<file path="config.mk">
export PLATFORM = sky130hd
export DESIGN_NAME = amm_bank
export DESIGN_NICKNAME = d
export VERILOG_FILES = /design/src/hdl/amm_pkg.sv /design/src/hdl/amm_bank.sv /design/src/hdl/amm_sticky.sv /design/src/hdl/amm_pos_record.sv
export SDC_FILE = /design/constraint.sdc
export NUM_CORES = 1
export LEC_CHECK = 0
export ABC_CLOCK_PERIOD_IN_PS = 4100
export BUFFER_PORTS_ARGS = -buffer_cell sky130_fd_sc_hd__buf_2
export CAP_MARGIN = 20
export CORE_MARGIN = 5
export CORE_UTILIZATION = 30
export CTS_BUF_LIST = sky130_fd_sc_hd__clkbuf_8
export DETAILED_ROUTE_END_ITERATION = 12
export HOLD_SLACK_MARGIN = 0.1
export PLACE_DENSITY = 0.65
export SYNTH_ARGS = -nofsm -noshare
export SYNTH_HDL_FRONTEND = slang
export SYNTH_SLANG_ARGS = --single-unit
</file>
<file path="constraint.sdc">
create_clock -name clk_i -period 4.1 [get_ports clk_i]
set_input_delay 1.23 -clock clk_i [delete_from_list [all_inputs] [get_ports clk_i]]
set_output_delay 1.23 -clock clk_i [all_outputs]
set_load 0.1 [all_outputs]
</file>
<file path="src/hdl/amm_pkg.sv">
// Constants shared by the alarm, mute mask and status register bank
package amm_pkg;

	////////////////////////////////////////////////////////////////////////////
	// Bus and register widths
	localparam int AMM_DATA_W = 32;
	localparam int AMM_ADDR_W = 14;
	localparam int AMM_IDX_W = 12;
	localparam int AMM_REG_W = 8;
	localparam int AMM_BANKS = 4;
	localparam int AMM_SYS_W = 3;
	localparam int AMM_POS_W = 8;
	localparam int AMM_VER_W = 4;

	////////////////////////////////////////////////////////////////////////////
	// Register indices; byte address is four times the index
	localparam logic [11:0] AMM_IDX_FIFO_LEVEL_ALARM_BITS = 12'h820;
	localparam logic [11:0] AMM_IDX_LINK_ALM = 12'h821;
	localparam logic [11:0] AMM_IDX_SYS_ALM = 12'h822;
	localparam logic [11:0] AMM_IDX_ALARM_OUTPUT_MASK = 12'h823;
	localparam logic [11:0] AMM_IDX_MUTE_MASK = 12'h824;
	localparam logic [11:0] AMM_IDX_FUSE_STAT = 12'h900;
	localparam logic [11:0] AMM_IDX_POS_CTRL = 12'hB02;
	localparam logic [11:0] AMM_IDX_POS_REC = 12'hB03;

	////////////////////////////////////////////////////////////////////////////
	// Reset values
	localparam logic [7:0] AMM_RST_ALARM_OUTPUT_MASK = 8'h00;
	localparam logic [7:0] AMM_RST_MUTE_MASK = 8'h07;
	localparam logic [7:0] AMM_RST_POS_CTRL = 8'h00;

	////////////////////////////////////////////////////////////////////////////
	// Field positions in both mask registers, trigger and clock bits also in the system alarm register; then position enable, fuse done and strobe lane
	localparam int AMM_BIT_FIFO = 7;
	localparam int AMM_BIT_IFCLK = 6;
	localparam int AMM_BIT_STROBE = 5;
	localparam int AMM_BIT_TRIG = 2;
	localparam int AMM_BIT_MISALIGN = 1;
	localparam int AMM_BIT_REALIGN = 0;
	localparam int AMM_BIT_POS_EN = 0;
	localparam int AMM_BIT_FUSE_DONE = 0;
	localparam int AMM_STRB_LANE = 0;

	// Silicon version that carries the accumulate function
	localparam logic [3:0] AMM_PS_CHIP_VERSION = 4'h2;

endpackage

</file>
<file path="src/hdl/amm_bank.sv">
// Alarm and mute mask register bank with latched alarms, on APB
//
// Register access over APB was chosen for this implementation.
`timescale 1ns/10ps
`default_nettype none

////////////////////////////////////////////////////////////////////////////////
module amm_bank (
	// Clock and reset
	input wire logic clk_i,
	input wire logic sys_rst_i,
	// APB slave
	input wire logic psel_i,
	input wire logic penable_i,
	input wire logic pwrite_i,
	input wire logic [amm_pkg::AMM_ADDR_W-1:0] paddr_i,
	input wire logic [amm_pkg::AMM_DATA_W-1:0] pwdata_i,
	input wire logic [3:0] pstrb_i,
	output logic [amm_pkg::AMM_DATA_W-1:0] prdata_o,
	output logic pready_o,
	output logic pslverr_o,
	// FIFO level sources, one bit per bank
	input wire logic [amm_pkg::AMM_BANKS-1:0] fifo_enable_i,
	input wire logic [amm_pkg::AMM_BANKS-1:0] fifo_almost_empty_i,
	input wire logic [amm_pkg::AMM_BANKS-1:0] fifo_almost_full_i,
	// Interface sources, one bit per bank
	input wire logic [amm_pkg::AMM_BANKS-1:0] iface_clock_missing_i,
	input wire logic [amm_pkg::AMM_BANKS-1:0] strobe_position_err_i,
	// System sources, one-cycle events
	input wire logic trigger_divider_realign_i,
	input wire logic clock_misalignment_i,
	input wire logic clock_realignment_i,
	// Fuse controller and silicon version
	input wire logic fuse_done_i,
	input wire logic [amm_pkg::AMM_VER_W-1:0] chip_version_i,
	// Sync edge detector
	input wire logic sync_edge_i,
	input wire logic [amm_pkg::AMM_POS_W-1:0] sync_near_i,
	// Alarm and mute outputs
	output logic alarm_o,
	output logic dac_mute_o
);

	import amm_pkg::*;

	////////////////////////////////////////////////////////////////////////////
	// State and wires

	typedef struct packed {
		logic [AMM_REG_W-1:0] alarm_output_mask;
		logic [AMM_REG_W-1:0] output_mute_mask;
		logic [AMM_REG_W-1:0] sync_position_accumulate_ctrl;
		logic [AMM_DATA_W-1:0] prdata;
		logic pready;
		logic pslverr;
		logic alarm;
		logic mute;
	} amm_bank_state_t;

	amm_bank_state_t state_q;
	amm_bank_state_t state_d;

	logic [AMM_IDX_W-1:0] idx;
	logic access;
	logic commit;
	logic wr_commit;
	logic [AMM_REG_W-1:0] wbyte;
	logic hit;
	logic [AMM_REG_W-1:0] rbyte;

	logic [AMM_REG_W-1:0] fifo_level_alarm_bits;
	logic [AMM_REG_W-1:0] link_alarm_bits;
	logic [AMM_SYS_W-1:0] sys_alarm_bits;
	logic [AMM_REG_W-1:0] fifo_set;
	logic [AMM_REG_W-1:0] link_set;
	logic [AMM_SYS_W-1:0] sys_set;
	logic [AMM_REG_W-1:0] fifo_clr;
	logic [AMM_REG_W-1:0] link_clr;
	logic [AMM_SYS_W-1:0] sys_clr;

	logic [AMM_POS_W-1:0] sync_edge_position_record;
	logic sync_position_accumulate_enable;

	logic [AMM_BANKS-1:0] iface_clock_missing_alarm;
	logic [AMM_BANKS-1:0] strobe_position_alarm;
	logic trigger_divider_realign_alarm;
	logic clock_misalignment_alarm;
	logic clock_realignment_alarm;

	logic fifo_level_alarm_out_mask;
	logic iface_clock_alarm_out_mask;
	logic strobe_pos_alarm_out_mask;
	logic trigger_realign_alarm_out_mask;
	logic clock_misalign_alarm_out_mask;
	logic clock_realign_alarm_out_mask;
	logic fifo_mute_mask;
	logic iface_clock_mute_mask;
	logic strobe_mute_mask;
	logic trigger_realign_mute_mask;
	logic clock_misalign_mute_mask;
	logic clock_realign_mute_mask;

	////////////////////////////////////////////////////////////////////////////
	// Bus phase decode

	// Word index; answer comes one cycle into the access phase
	assign idx = paddr_i[AMM_ADDR_W-1:2];
	assign access = psel_i & penable_i;
	assign commit = access & state_q.pready;
	assign wr_commit = commit & pwrite_i & pstrb_i[AMM_STRB_LANE];
	assign wbyte = pwdata_i[AMM_REG_W-1:0];

	////////////////////////////////////////////////////////////////////////////
	// Alarm sources

	// Per-bank FIFO alarms: empty in the high nibble, full in the low
	genvar b;
	generate
		for (b = 0; b < AMM_BANKS; b++) begin : g_bank
			assign fifo_set[b+AMM_BANKS] = fifo_enable_i[b] & fifo_almost_empty_i[b];
			assign fifo_set[b] = fifo_enable_i[b] & fifo_almost_full_i[b];
			assign link_set[b+AMM_BANKS] = iface_clock_missing_i[b];
			assign link_set[b] = strobe_position_err_i[b];
		end
	endgenerate

	// System events in their status bit order
	assign sys_set[AMM_BIT_TRIG] = trigger_divider_realign_i;
	assign sys_set[AMM_BIT_MISALIGN] = clock_misalignment_i;
	assign sys_set[AMM_BIT_REALIGN] = clock_realignment_i;

	// Write-one-to-clear strobes, only at the committing edge
	assign fifo_clr = (wr_commit && idx == AMM_IDX_FIFO_LEVEL_ALARM_BITS) ? wbyte : '0;
	assign link_clr = (wr_commit && idx == AMM_IDX_LINK_ALM) ? wbyte : '0;
	assign sys_clr = (wr_commit && idx == AMM_IDX_SYS_ALM) ? wbyte[AMM_SYS_W-1:0] : '0;

	////////////////////////////////////////////////////////////////////////////
	// Latched alarms

	// FIFO level alarm bits
	amm_sticky #(
		.W(AMM_REG_W)
	) u_fifo_alarm (
		.clk_i(clk_i),
		.sys_rst_i(sys_rst_i),
		.set_i(fifo_set),
		.clr_i(fifo_clr),
		.bits_o(fifo_level_alarm_bits)
	);

	// Interface clock and strobe alarm bits
	amm_sticky #(
		.W(AMM_REG_W)
	) u_link_alarm (
		.clk_i(clk_i),
		.sys_rst_i(sys_rst_i),
		.set_i(link_set),
		.clr_i(link_clr),
		.bits_o(link_alarm_bits)
	);

	// System alignment alarm bits
	amm_sticky #(
		.W(AMM_SYS_W)
	) u_sys_alarm (
		.clk_i(clk_i),
		.sys_rst_i(sys_rst_i),
		.set_i(sys_set),
		.clr_i(sys_clr),
		.bits_o(sys_alarm_bits)
	);

	// Named views of the latched bits
	assign iface_clock_missing_alarm = link_alarm_bits[AMM_REG_W-1:AMM_BANKS];
	assign strobe_position_alarm = link_alarm_bits[AMM_BANKS-1:0];
	assign trigger_divider_realign_alarm = sys_alarm_bits[AMM_BIT_TRIG];
	assign clock_misalignment_alarm = sys_alarm_bits[AMM_BIT_MISALIGN];
	assign clock_realignment_alarm = sys_alarm_bits[AMM_BIT_REALIGN];

	////////////////////////////////////////////////////////////////////////////
	// Sync edge position record

	// Control bit only counts on the silicon that has the function
	assign sync_position_accumulate_enable = state_q.sync_position_accumulate_ctrl[AMM_BIT_POS_EN]
		& (chip_version_i == AMM_PS_CHIP_VERSION);

	amm_pos_record #(
		.POS_W(AMM_POS_W)
	) u_pos_record (
		.clk_i(clk_i),
		.sys_rst_i(sys_rst_i),
		.accum_en_i(sync_position_accumulate_enable),
		.edge_i(sync_edge_i),
		.near_i(sync_near_i),
		.record_o(sync_edge_position_record)
	);

	////////////////////////////////////////////////////////////////////////////
	// Mask fields

	// Alarm output masks
	assign fifo_level_alarm_out_mask = state_q.alarm_output_mask[AMM_BIT_FIFO];
	assign iface_clock_alarm_out_mask = state_q.alarm_output_mask[AMM_BIT_IFCLK];
	assign strobe_pos_alarm_out_mask = state_q.alarm_output_mask[AMM_BIT_STROBE];
	assign trigger_realign_alarm_out_mask = state_q.alarm_output_mask[AMM_BIT_TRIG];
	assign clock_misalign_alarm_out_mask = state_q.alarm_output_mask[AMM_BIT_MISALIGN];
	assign clock_realign_alarm_out_mask = state_q.alarm_output_mask[AMM_BIT_REALIGN];

	// Mute masks
	assign fifo_mute_mask = state_q.output_mute_mask[AMM_BIT_FIFO];
	assign iface_clock_mute_mask = state_q.output_mute_mask[AMM_BIT_IFCLK];
	assign strobe_mute_mask = state_q.output_mute_mask[AMM_BIT_STROBE];
	assign trigger_realign_mute_mask = state_q.output_mute_mask[AMM_BIT_TRIG];
	assign clock_misalign_mute_mask = state_q.output_mute_mask[AMM_BIT_MISALIGN];
	assign clock_realign_mute_mask = state_q.output_mute_mask[AMM_BIT_REALIGN];

	////////////////////////////////////////////////////////////////////////////
	// Read decode

	// Selected register byte and whether the index is mapped
	always_comb begin
		hit = 1'b1;
		rbyte = '0;
		case (idx)
			AMM_IDX_FIFO_LEVEL_ALARM_BITS: begin
				rbyte = fifo_level_alarm_bits;
			end
			AMM_IDX_LINK_ALM: begin
				rbyte = link_alarm_bits;
			end
			AMM_IDX_SYS_ALM: begin
				rbyte[AMM_SYS_W-1:0] = sys_alarm_bits;
			end
			AMM_IDX_ALARM_OUTPUT_MASK: begin
				rbyte = state_q.alarm_output_mask;
			end
			AMM_IDX_MUTE_MASK: begin
				rbyte = state_q.output_mute_mask;
			end
			AMM_IDX_FUSE_STAT: begin
				rbyte[AMM_BIT_FUSE_DONE] = fuse_done_i;
			end
			AMM_IDX_POS_CTRL: begin
				rbyte = state_q.sync_position_accumulate_ctrl;
			end
			AMM_IDX_POS_REC: begin
				rbyte = sync_edge_position_record;
			end
			default: begin
				hit = 1'b0;
			end
		endcase
	end

	////////////////////////////////////////////////////////////////////////////
	// Next state

	always_comb begin
		state_d = state_q;

		// One wait state, then answer; data and error stand one cycle
		state_d.pready = access & ~state_q.pready;
		state_d.prdata = '0;
		state_d.pslverr = 1'b0;
		if (access && !state_q.pready) begin
			state_d.pslverr = ~hit;
			if (!pwrite_i) begin
				state_d.prdata[AMM_REG_W-1:0] = rbyte;
			end
		end

		// Writes land at the committing edge; fuse status and position record ignore them, latched alarms clear through the strobes above
		if (wr_commit) begin
			case (idx)
				AMM_IDX_ALARM_OUTPUT_MASK: begin
					state_d.alarm_output_mask = wbyte;
				end
				AMM_IDX_MUTE_MASK: begin
					state_d.output_mute_mask = wbyte;
				end
				AMM_IDX_POS_CTRL: begin
					// Bits 7-1 are stored as written; software keeps them zero
					state_d.sync_position_accumulate_ctrl = wbyte;
				end
				default: begin
					state_d.alarm_output_mask = state_q.alarm_output_mask;
				end
			endcase
		end

		// Alarm output from latched alarms whose output mask is clear
		state_d.alarm = ((|fifo_level_alarm_bits) & ~fifo_level_alarm_out_mask)
			| ((|iface_clock_missing_alarm) & ~iface_clock_alarm_out_mask)
			| ((|strobe_position_alarm) & ~strobe_pos_alarm_out_mask)
			| (trigger_divider_realign_alarm & ~trigger_realign_alarm_out_mask)
			| (clock_misalignment_alarm & ~clock_misalign_alarm_out_mask)
			| (clock_realignment_alarm & ~clock_realign_alarm_out_mask);

		// Mute while any latched alarm with a clear mute mask stands
		state_d.mute = ((|fifo_level_alarm_bits) & ~fifo_mute_mask)
			| ((|iface_clock_missing_alarm) & ~iface_clock_mute_mask)
			| ((|strobe_position_alarm) & ~strobe_mute_mask)
			| (trigger_divider_realign_alarm & ~trigger_realign_mute_mask)
			| (clock_misalignment_alarm & ~clock_misalign_mute_mask)
			| (clock_realignment_alarm & ~clock_realign_mute_mask);
	end

	////////////////////////////////////////////////////////////////////////////
	// State register

	always_ff @(posedge clk_i) begin
		if (sys_rst_i) begin
			state_q.alarm_output_mask <= AMM_RST_ALARM_OUTPUT_MASK;
			state_q.output_mute_mask <= AMM_RST_MUTE_MASK;
			state_q.sync_position_accumulate_ctrl <= AMM_RST_POS_CTRL;
			state_q.prdata <= '0;
			state_q.pready <= 1'b0;
			state_q.pslverr <= 1'b0;
			state_q.alarm <= 1'b0;
			state_q.mute <= 1'b0;
		end else begin
			state_q <= state_d;
		end
	end

	////////////////////////////////////////////////////////////////////////////
	// Outputs, all registered

	assign prdata_o = state_q.prdata;
	assign pready_o = state_q.pready;
	assign pslverr_o = state_q.pslverr;
	assign alarm_o = state_q.alarm;
	assign dac_mute_o = state_q.mute;

endmodule
`default_nettype wire

</file>
<file path="src/hdl/amm_sticky.sv">
// Sticky alarm bits: hardware sets, software clears by writing one
`timescale 1ns/10ps
`default_nettype none

module amm_sticky #(
	parameter int W = 8
) (
	// Clock and reset
	input wire logic clk_i,
	input wire logic sys_rst_i,
	// Set and clear strobes
	input wire logic [W-1:0] set_i,
	input wire logic [W-1:0] clr_i,
	// Latched bits
	output logic [W-1:0] bits_o
);

	typedef struct packed {
		logic [W-1:0] bits;
	} amm_sticky_state_t;

	amm_sticky_state_t state_q;
	amm_sticky_state_t state_d;

	////////////////////////////////////////////////////////////////////////////
	// Clear first, then set, so an alarm in the clearing cycle survives
	always_comb begin
		state_d = state_q;
		state_d.bits = (state_q.bits & ~clr_i) | set_i;
	end

	// State register
	always_ff @(posedge clk_i) begin
		if (sys_rst_i) begin
			state_q <= '0;
		end else begin
			state_q <= state_d;
		end
	end

	assign bits_o = state_q.bits;

endmodule
`default_nettype wire

</file>
<file path="src/hdl/amm_pos_record.sv">
// Sync edge position record, latest edge or accumulated over edges
`timescale 1ns/10ps
`default_nettype none

module amm_pos_record #(
	parameter int POS_W = 8
) (
	// Clock and reset
	input wire logic clk_i,
	input wire logic sys_rst_i,
	// Control
	input wire logic accum_en_i,
	// Detected edge and positions near it
	input wire logic edge_i,
	input wire logic [POS_W-1:0] near_i,
	// Record
	output logic [POS_W-1:0] record_o
);

	typedef struct packed {
		logic [POS_W-1:0] record;
		logic accum_prev;
	} amm_pos_state_t;

	amm_pos_state_t state_q;
	amm_pos_state_t state_d;
	logic [POS_W-1:0] base;

	////////////////////////////////////////////////////////////////////////////
	// Accumulation restarts when enable rises; otherwise latest edge only
	always_comb begin
		state_d = state_q;
		state_d.accum_prev = accum_en_i;
		base = state_q.record;
		if (accum_en_i && !state_q.accum_prev) begin
			base = '0;
		end
		state_d.record = base;
		if (edge_i) begin
			if (accum_en_i) begin
				state_d.record = base | near_i;
			end else begin
				state_d.record = near_i;
			end
		end
	end

	// State register
	always_ff @(posedge clk_i) begin
		if (sys_rst_i) begin
			state_q <= '0;
		end else begin
			state_q <= state_d;
		end
	end

	assign record_o = state_q.record;

endmodule
`default_nettype wire

</file>
==> results of run 1 <==
[cells by family (layout without fill, tap and decap cells)]
kind of cell | count (synthesis) | in the layout | share of synthesized area
multiplexers | 17 | 17 | 0.05571
flip-flops | 64 | 64 | 0.3907
other | 1 | 24 | 0.001144
AO/OA/AOI/OAI | 125 | 125 | 0.2301
AND/OR/NAND/NOR | 115 | 115 | 0.1946
buffers and inverters | 74 | 114 | 0.1278
[report_power, final]
part | switching [W] | internal (W)
logic | 0.000187 | 0.0000582
clock network | 0.000254 | 0.000404
registers | 0.0000156 | 0.000641
[per-layer routing]
layer  GRT usage  part of all wire  up-vias  routed length (µm)
met5           0                 0        -                   0
met4     0.04038             0.023        0                 222
met3     0.04440             0.090       20                 865
met2      0.2258              0.46      144                4440
met1      0.1883              0.42     1492                4082
li1            -                 -     1499                   -
[area by class of cell]
| cell class | count | area (µm²) | share of cell area |
|---|---|---|---|
| Multi-Input combinational cell | 281 | 1672 | 0.4340 |
| Inverter | 19 | 71.32 | 0.01852 |
| Timing Repair Buffer | 79 | 407.9 | 0.1059 |
| Clock inverter | 7 | 120.1 | 0.03119 |
| Clock buffer | 9 | 123.9 | 0.03216 |
| Tap cell | 140 | 175.2 | 0.04548 |
| Sequential cell | 64 | 1281 | 0.3327 |
[per-stage QoR]
stage	power, W	hold slack, ps	setup slack, ps	std cells	utilization
final	0.001560	479.6	1241	599	0.3568
after floorplan	0.0008637	449.0	1187	419	-
after detailed placement	0.0009136	470.0	950.8	583	0.3342
after CTS	0.001573	481.9	1311	599	0.3568
after global placement	0.0009099	454.9	973.4	583	0.3342
after global routing	0.001615	490.5	1136	599	0.3568
[state kept, by name (all words and copies together), names as in the netlist]
signal and count:
u_fifo_alarm.bits_o 8, u_sys_alarm.bits_o 3, clock_realign_alarm_out_mask 1, pslverr_o 1, clock_realign_mute_mask 1, clock_misalign_alarm_out_mask 1, fifo_level_alarm_out_mask 1, iface_clock_mute_mask 1
dac_mute_o 1, state_q 16, clock_misalign_mute_mask 1, u_link_alarm.bits_o 8, alarm_o 1, pready_o 1, fifo_mute_mask 1, u_pos_record.state_q 1
iface_clock_alarm_out_mask 1, prdata_o 8, u_pos_record.record_o 8
[worst register-to-register path, stage by stage (launching register included)]
cell and delay [ps]:
sky130_fd_sc_hd__dfxtp_1 370, sky130_fd_sc_hd__nand3_1 200, sky130_fd_sc_hd__nor4_4 890, sky130_fd_sc_hd__nand3_1 180, sky130_fd_sc_hd__a21oi_1 190
[placed cells by master, fill, tap and decap left out, types with 2 or more instances in the layout]
master                      count
sky130_fd_sc_hd__or4_4          2
sky130_fd_sc_hd__o21ai_1        5
sky130_fd_sc_hd__nor4b_1        2
sky130_fd_sc_hd__inv_1         19
sky130_fd_sc_hd__bufinv_16      3
sky130_fd_sc_hd__nor2_1        15
sky130_fd_sc_hd__nor3_1         7
sky130_fd_sc_hd__o21a_1         4
sky130_fd_sc_hd__buf_4          5
sky130_fd_sc_hd__o211ai_1       4
sky130_fd_sc_hd__nor4_1         8
sky130_fd_sc_hd__clkbuf_8       9
sky130_fd_sc_hd__buf_2         74
sky130_fd_sc_hd__clkinv_4       2
sky130_fd_sc_hd__or3b_2         2
sky130_fd_sc_hd__o221ai_1       2
sky130_fd_sc_hd__a22o_1         2
sky130_fd_sc_hd__mux2i_1        7
sky130_fd_sc_hd__o22ai_1        4
sky130_fd_sc_hd__a222oi_1       7
sky130_fd_sc_hd__a32oi_1       10
sky130_fd_sc_hd__mux2_2        10
sky130_fd_sc_hd__a21oi_1       45
sky130_fd_sc_hd__dfxtp_1       64
sky130_fd_sc_hd__nand2_1       30
sky130_fd_sc_hd__nand3_1       27
sky130_fd_sc_hd__o21ai_0       37
sky130_fd_sc_hd__or3_1          2
sky130_fd_sc_hd__and2_1         4
sky130_fd_sc_hd__conb_1        24
sky130_fd_sc_hd__nand3b_1       5
[final timing paths]
check,from,to,slack [ps],cells after the start
worst min-delay path,state_q[47]$_SDFFE_PP0P_,state_q[47]$_SDFFE_PP0P_,480,2
worst max register to register,pready_o$_SDFF_PP0_,clock_realign_alarm_out_mask$_SDFFE_PP0P_,2190,4
worst min register to register,state_q[47]$_SDFFE_PP0P_,state_q[47]$_SDFFE_PP0P_,480,2
worst max-delay path,paddr_i[9],clock_realign_alarm_out_mask$_SDFFE_PP0P_,1240,5
==> impl_metrics.yaml, run 1 <==
sta:
  worst_slew_pin_slew_ps: 1023
  finalHoldViolations: 0
  finalWorstPathRequiredPeriod_ps: 2859
  fin_setup_tns_ps: 0
  fmaxAchievable_ghz: 0.3498
  clock_skew_ps: 9.192
  max_slew_margin: 0.3119
  report.final.slew_viol_count: 0
  post-route-period-util: 0.6972
  rsz0062_at_grt: "no"
  setup_viol: 0
synth:
  async_flop_share: 0
  synth.ff_latch_count: 64
  synth_edf_count: 0
  synth_largest_type_area_fraction: 0.3907
  post_synth_main_area_contributors: "sky130_fd_sc_hd__dfxtp_1 39%, sky130_fd_sc_hd__buf_4 7.3%, sky130_fd_sc_hd__a21oi_1 6.9%, sky130_fd_sc_hd__o21ai_0 5.6%, sky130_fd_sc_hd__nand3_1 4.1%"
  syn-cell-area_mm2: 0.003279
  most_frequently_used_cell_type_in_the_post_synthesis_netlist: "sky130_fd_sc_hd__dfxtp_1"
  synth_cell_type_count: 46
  cell_type_with_the_largest_total_area_after_synthesis: "sky130_fd_sc_hd__dfxtp_1"
  yosys_most_used_dff: "sky130_fd_sc_hd__dfxtp_1"
  ys_top_cells_by_count: "64 x sky130_fd_sc_hd__dfxtp_1, 45 x sky130_fd_sc_hd__a21oi_1, 37 x sky130_fd_sc_hd__o21ai_0"
  yosysWarningCount: 0
  seq_area_frac_synth: 0.3907
  syn_avg_cell_area_um2: 8.281
  postSynthCellCount: 396
cells_and_area:
  layout-drive-gt1-share: 0.2505
  stdcell_area_mm2: 0.003851
  n_antenna_cell: 0
  areaGrowthSynthToFinish_pct: 17.44
  fillers: 1117
  final_net_count: 546
clock_network:
  cts_tree: "done"
  clk_pin_slew_ps: 70
  worstSkewPairLatency_ps: 350
  clock_tree.htree_level_count: 3
  cts-buffers-inserted: 9
  post_cts_resized: 0
  cts_setup_buffers: 0
  cts_root_buf: "sky130_fd_sc_hd__clkbuf_8"
  cts_sinks: 64
  post_cts_hold_buffer_count: 0
  clock_buffer_depth: 2
worst_setup_path:
  critical_path.top_delay_family: "simple AND/OR/NAND/NOR gates"
  cp_slowest_cell: "sky130_fd_sc_hd__nor4_4"
  critical_path_peak_fanout: 16
  critical_path_required_ps: 4370
  startpoint_type: "input port"
  worst-path-buf-inv: 1
  maximum_single_stage_delay_on_the_critical_path_ps: 830
  endpoint_kind: "flip-flop"
  critical_path_class: "in -> reg"
  timing.critical_path.arrival_ps: 3130
  crit_chain: "buf_2 > or4b_4 > nor4_4 > nand3_1 > a21oi_1"
drt:
  dr_total_vias: 3155
  remaining_drc_errors: 0
  ant_nets: 0
  firstDrtPassIters: 5
  drt-initial-drc-count: 355
  finalWirelength_um: 9611
  vias_per_cell: 5.267
  avgRoutedWirePerCell_um: 16.05
die:
  fp.dieArea_mm2: 0.01312
  floorplan.io_pins: 128
  placeableCoreArea_mm2: 0.01079
  die_w_um: 114.6
  row_count: 38
  initial_core_util: 0.3038
  die_h_um: 114.6
grt:
  global_router_s_overall_resource_usage: 0.1431
  grt_antenna_before_repair: 0
  grt_max_degree: 52
  grt_pass1_vias: 3003
  grt_overflow: 0
  grt_first_pass_wirelength_um: 14970
power_and_ir_drop:
  worst_ir_drop_vdd_v: 0.0001415
  power.leakage_nw: 1.501
  power.density_mw_per_mm2: 405.1
run:
  max-cap-violations: 0
status:
  status: "finished, final reports clean"
placement:
  gp_congestion: 0.8953
  port_buffers: 74
  post_dp_cell_area_mm2: 0.003607
  post-dp-hpwl_um: 7077
hold_path:
  min_path_type: "reg -> reg"
(Power assumes the default switching activity.)
==> inputs of run 2 (changes only) <==
--- a/config.mk
+++ b/config.mk
@@ -5,7 +5,8 @@
 export SDC_FILE = /design/constraint.sdc
 export NUM_CORES = 1
 export LEC_CHECK = 0
-export ABC_CLOCK_PERIOD_IN_PS = 4100
+export ABC_AREA = 1
+export ABC_CLOCK_PERIOD_IN_PS = 2900
 export BUFFER_PORTS_ARGS = -buffer_cell sky130_fd_sc_hd__buf_2
 export CAP_MARGIN = 20
 export CORE_MARGIN = 5
@@ -13,7 +14,7 @@
 export CTS_BUF_LIST = sky130_fd_sc_hd__clkbuf_8
 export DETAILED_ROUTE_END_ITERATION = 12
 export HOLD_SLACK_MARGIN = 0.1
-export PLACE_DENSITY = 0.65
+export PLACE_DENSITY = 0.64
 export SYNTH_ARGS = -nofsm -noshare
 export SYNTH_HDL_FRONTEND = slang
 export SYNTH_SLANG_ARGS = --single-unit
==> constraint.sdc (replaced) <==
create_clock -name clk_i -period 2.9 [get_ports clk_i]
set_input_delay 0.87 -clock clk_i [delete_from_list [all_inputs] [get_ports clk_i]]
set_output_delay 0.87 -clock clk_i [all_outputs]
set_load 0.1 [all_outputs]
==> run 2 against run 1 <==
Effect of this change:
- setup slack got worse by 340 ps
- utilization shrank 0.31 points
- hold slack worse by 18 ps
- clock skew hardly changed
- cell area up 3.5%
- critical path depth down 4
- sequential share of layout area decreased by 1.1 points
- die area increased by 3.6%
- largest power group unchanged
- highest routed layer unchanged
==> impl_metrics.yaml, run 2 <==
hold_path:
  startpoint_of_the_most_critical_hold_path: "pready_o$_SDFF_PP0_"
  min_path_type: "reg -> reg"
  worst_hold_path.num_cells: 1
  worstHoldEndpoint: "pready_o$_SDFF_PP0_"
cells_and_area:
  final_net_count: 660
  max_flop_register: "state_q"
  fillers: 1224
  multi_input_gate_area_mm2: 0.001648
  largest_reg_flops: 16
  area.sequential_mm2: 0.001281
  commonest_non_fill_non_tap_cell_in_the_layout: "sky130_fd_sc_hd__nand2_1"
  layout-drive-gt1-share: 0.2112
  n_antenna_cell: 0
  areaGrowthSynthToFinish_pct: 16.95
  most-common-layout-cells: "110 x sky130_fd_sc_hd__nand2_1, 74 x sky130_fd_sc_hd__buf_2, 64 x sky130_fd_sc_hd__dfxtp_1"
power_and_ir_drop:
  worst_ir_drop_vdd_v: 0.0002970
  seq_power_share: 0.420
  power.leakage_nw: 1.931
  sw_frac_of_total: 0.2957
  power.density_mw_per_mm2: 552.5
  clock_power_share: 0.438
  combinationalPowerShare: 0.142
  total_switching_power_w: 0.0006516
  finalPower_w: 0.002203
  internal-power_w: 0.001552
die:
  row_count: 39
  die_h_um: 116.6
  initial_core_util: 0.3025
  fp.dieArea_mm2: 0.01360
  floorplan.io_pins: 128
  die_w_um: 116.6
  placeableCoreArea_mm2: 0.01127
worst_setup_path:
  critical_path_required_ps: 2030
  capture_point_of_the_worst_reg_to_reg_path: "state_q[57]$_SDFFE_PP0P_"
  critical_path.reg2reg.startpoint: "pready_o$_SDFF_PP0_"
  timing.reg2reg.worst_path_depth: 6
  endpoint_kind: "primary output"
  worst-path-buf-inv: 1
  critical_path_peak_fanout: 3
  cp_slowest_cell: "sky130_fd_sc_hd__buf_2"
  critical_path.top_delay_family: "buffers and inverters"
  startpoint_type: "flip-flop"
  critical_path_class: "reg -> out"
  timing.critical_path.arrival_ps: 1130
  setup.reg_to_reg.worst_slack_ps: 1310
  maximum_single_stage_delay_on_the_critical_path_ps: 430
  crit_chain: "buf_2"
drt:
  avgRoutedWirePerCell_um: 13.18
  remaining_drc_errors: 0
  ant_nets: 0
  dr_total_vias: 3288
  finalWirelength_um: 9440
  vias_per_cell: 4.592
  firstDrtPassIters: 5
  drt-initial-drc-count: 210
clock_network:
  clk_pin_slew_ps: 70
  post_cts_resized: 0
  cts_setup_buffers: 0
  clock_buffer_depth: 2
  cts_root_buf: "sky130_fd_sc_hd__clkbuf_8"
  clock_tree.htree_level_count: 3
  cts-buffers-inserted: 9
  cts_tree: "done"
  post_cts_hold_buffer_count: 0
  worstSkewPairLatency_ps: 350
  cts_sinks: 64
sta:
  max_slew_margin: 0.6518
  post-route-period-util: 0.6897
  finalWorstPathRequiredPeriod_ps: 2000
  report.final.slew_viol_count: 0
  finalHoldViolations: 0
  rsz0062_at_grt: "no"
  clock_skew_ps: 9.181
  fin_setup_tns_ps: 0
  worst_slew_pin_slew_ps: 521.8
  fmaxAchievable_ghz: 0.5000
  setup_viol: 0
synth:
  yosysWarningCount: 0
  synth_cell_type_count: 26
  synth_edf_count: 0
  complex_gate_fraction_of_the_synthesized_area: 0.1439
  synth-xor-area-share: 0
  post_synth_main_area_contributors: "sky130_fd_sc_hd__dfxtp_1 38%, sky130_fd_sc_hd__nand2_1 12%, sky130_fd_sc_hd__a21oi_1 8.2%, sky130_fd_sc_hd__buf_4 7.3%, sky130_fd_sc_hd__nand3_1 6.9%"
  muxShareOfSynthArea: 0
  syn-cell-area_mm2: 0.003410
  most_frequently_used_cell_type_in_the_post_synthesis_netlist: "sky130_fd_sc_hd__nand2_1"
  ys_top_cells_by_count: "110 x sky130_fd_sc_hd__nand2_1, 64 x sky130_fd_sc_hd__dfxtp_1, 62 x sky130_fd_sc_hd__inv_1"
  syn_avg_cell_area_um2: 6.765
  async_flop_share: 0
  synth_top_family_by_area: "simple AND/OR/NAND/NOR gates"
  yosys_most_used_dff: "sky130_fd_sc_hd__dfxtp_1"
  postSynthCellCount: 504
  cell_type_with_the_largest_total_area_after_synthesis: "sky130_fd_sc_hd__dfxtp_1"
  synth_adder_area_share: 0
  synth.ff_latch_count: 64
  seq_area_frac_synth: 0.3758
  synthSimpleGateAreaFrac: 0.3130
  synth_largest_type_area_fraction: 0.3758
grt:
  grt_antenna_before_repair: 0
  grt_first_pass_wirelength_um: 15210
  grt_pass1_vias: 3185
  global_router_s_overall_resource_usage: 0.1429
  grt_max_degree: 23
  grt_overflow: 0
run:
  max-cap-violations: 0
status:
  status: "finished, final reports clean"
placement:
  gp_congestion: 0.8807
  port_buffers: 74
  post-dp-hpwl_um: 7540
run 2: cell count changes after synthesis, moves of 8 or more:
| cell | change |
|---|---|
| sky130_fd_sc_hd__a21oi_1 | +11 |
| sky130_fd_sc_hd__a32oi_1 | -10 |
| sky130_fd_sc_hd__inv_1 | +43 |
| sky130_fd_sc_hd__mux2_2 | -10 |
| sky130_fd_sc_hd__nand2_1 | +80 |
| sky130_fd_sc_hd__nand2_2 | +8 |
| sky130_fd_sc_hd__nand3_1 | +20 |
| sky130_fd_sc_hd__nor2_1 | +29 |
| sky130_fd_sc_hd__nor2_4 | +8 |
run 2: per-stage QoR:
| stage | utilization | area (µm²) | setup WS, ps | instances | hold WS, ps |
|---|---|---|---|---|---|
| global placement | 0.3317 | 3739 | 697.5 | 700 | 441.0 |
| finish | 0.3538 | 3988 | 899.9 | 716 | 461.2 |
| CTS | 0.3538 | 3988 | 873.0 | 716 | 464.5 |
| global route | 0.3538 | 3988 | 783.5 | 716 | 475.6 |
| detailed placement | 0.3317 | 3739 | 611.2 | 700 | 452.0 |
| floorplan | - | 3496 | 883.5 | 527 | 424.8 |
run 2: routing by layer:
metal  track usage  vias up  part of all wire
met5             0        -                 0
met4       0.04358        0             0.015
met3       0.03368       11             0.071
met2        0.2304      125              0.46
met1        0.1902     1478              0.45
li1              -     1674                 -
run 2: cell families after synthesis:
logic type / after synthesis
AO/OA/AOI/OAI: 96
buffers and inverters: 110
flip-flops: 64
other: 1
AND/OR/NAND/NOR: 233
run 2: worst max path at each step:
stage	endpoint	start	slack [ps]	cells after the start
2_1_floorplan	u_fifo_alarm.bits_o[3]$_SDFF_PP0_	pready_o$_SDFF_PP0_	880	6
3_3_place_gp	state_q[49]$_SDFFE_PP0P_	paddr_i[3]	700	7
3_5_place_dp	fifo_mute_mask$_SDFFE_PP0P_	paddr_i[13]	610	8
4_1_cts	pready_o	pready_o$_SDFF_PP0_	870	1
5_1_grt	fifo_mute_mask$_SDFFE_PP0P_	paddr_i[13]	780	8
6_report	pready_o	pready_o$_SDFF_PP0_	900	1
run 2: cell type report:
cell class / instances / area share
inverter: 64 / 0.06150
tap: 143 / 0.04487
clock inverter: 7 / 0.03138
sequential: 64 / 0.3213
timing repair buffer: 76 / 0.09664
multi-input combinational: 353 / 0.4132
clock buffer: 9 / 0.03106
run 2: power by group through the flow:
stage                     sequential [W]  clock, W  combinational, W
final                           0.000926  0.000964          0.000313
after global routing            0.000930   0.00103          0.000338
after CTS                       0.000927  0.000983          0.000313
after detailed placement        0.000948         0          0.000312
after global placement          0.000946         0          0.000309
after floorplan                 0.000959         0          0.000243
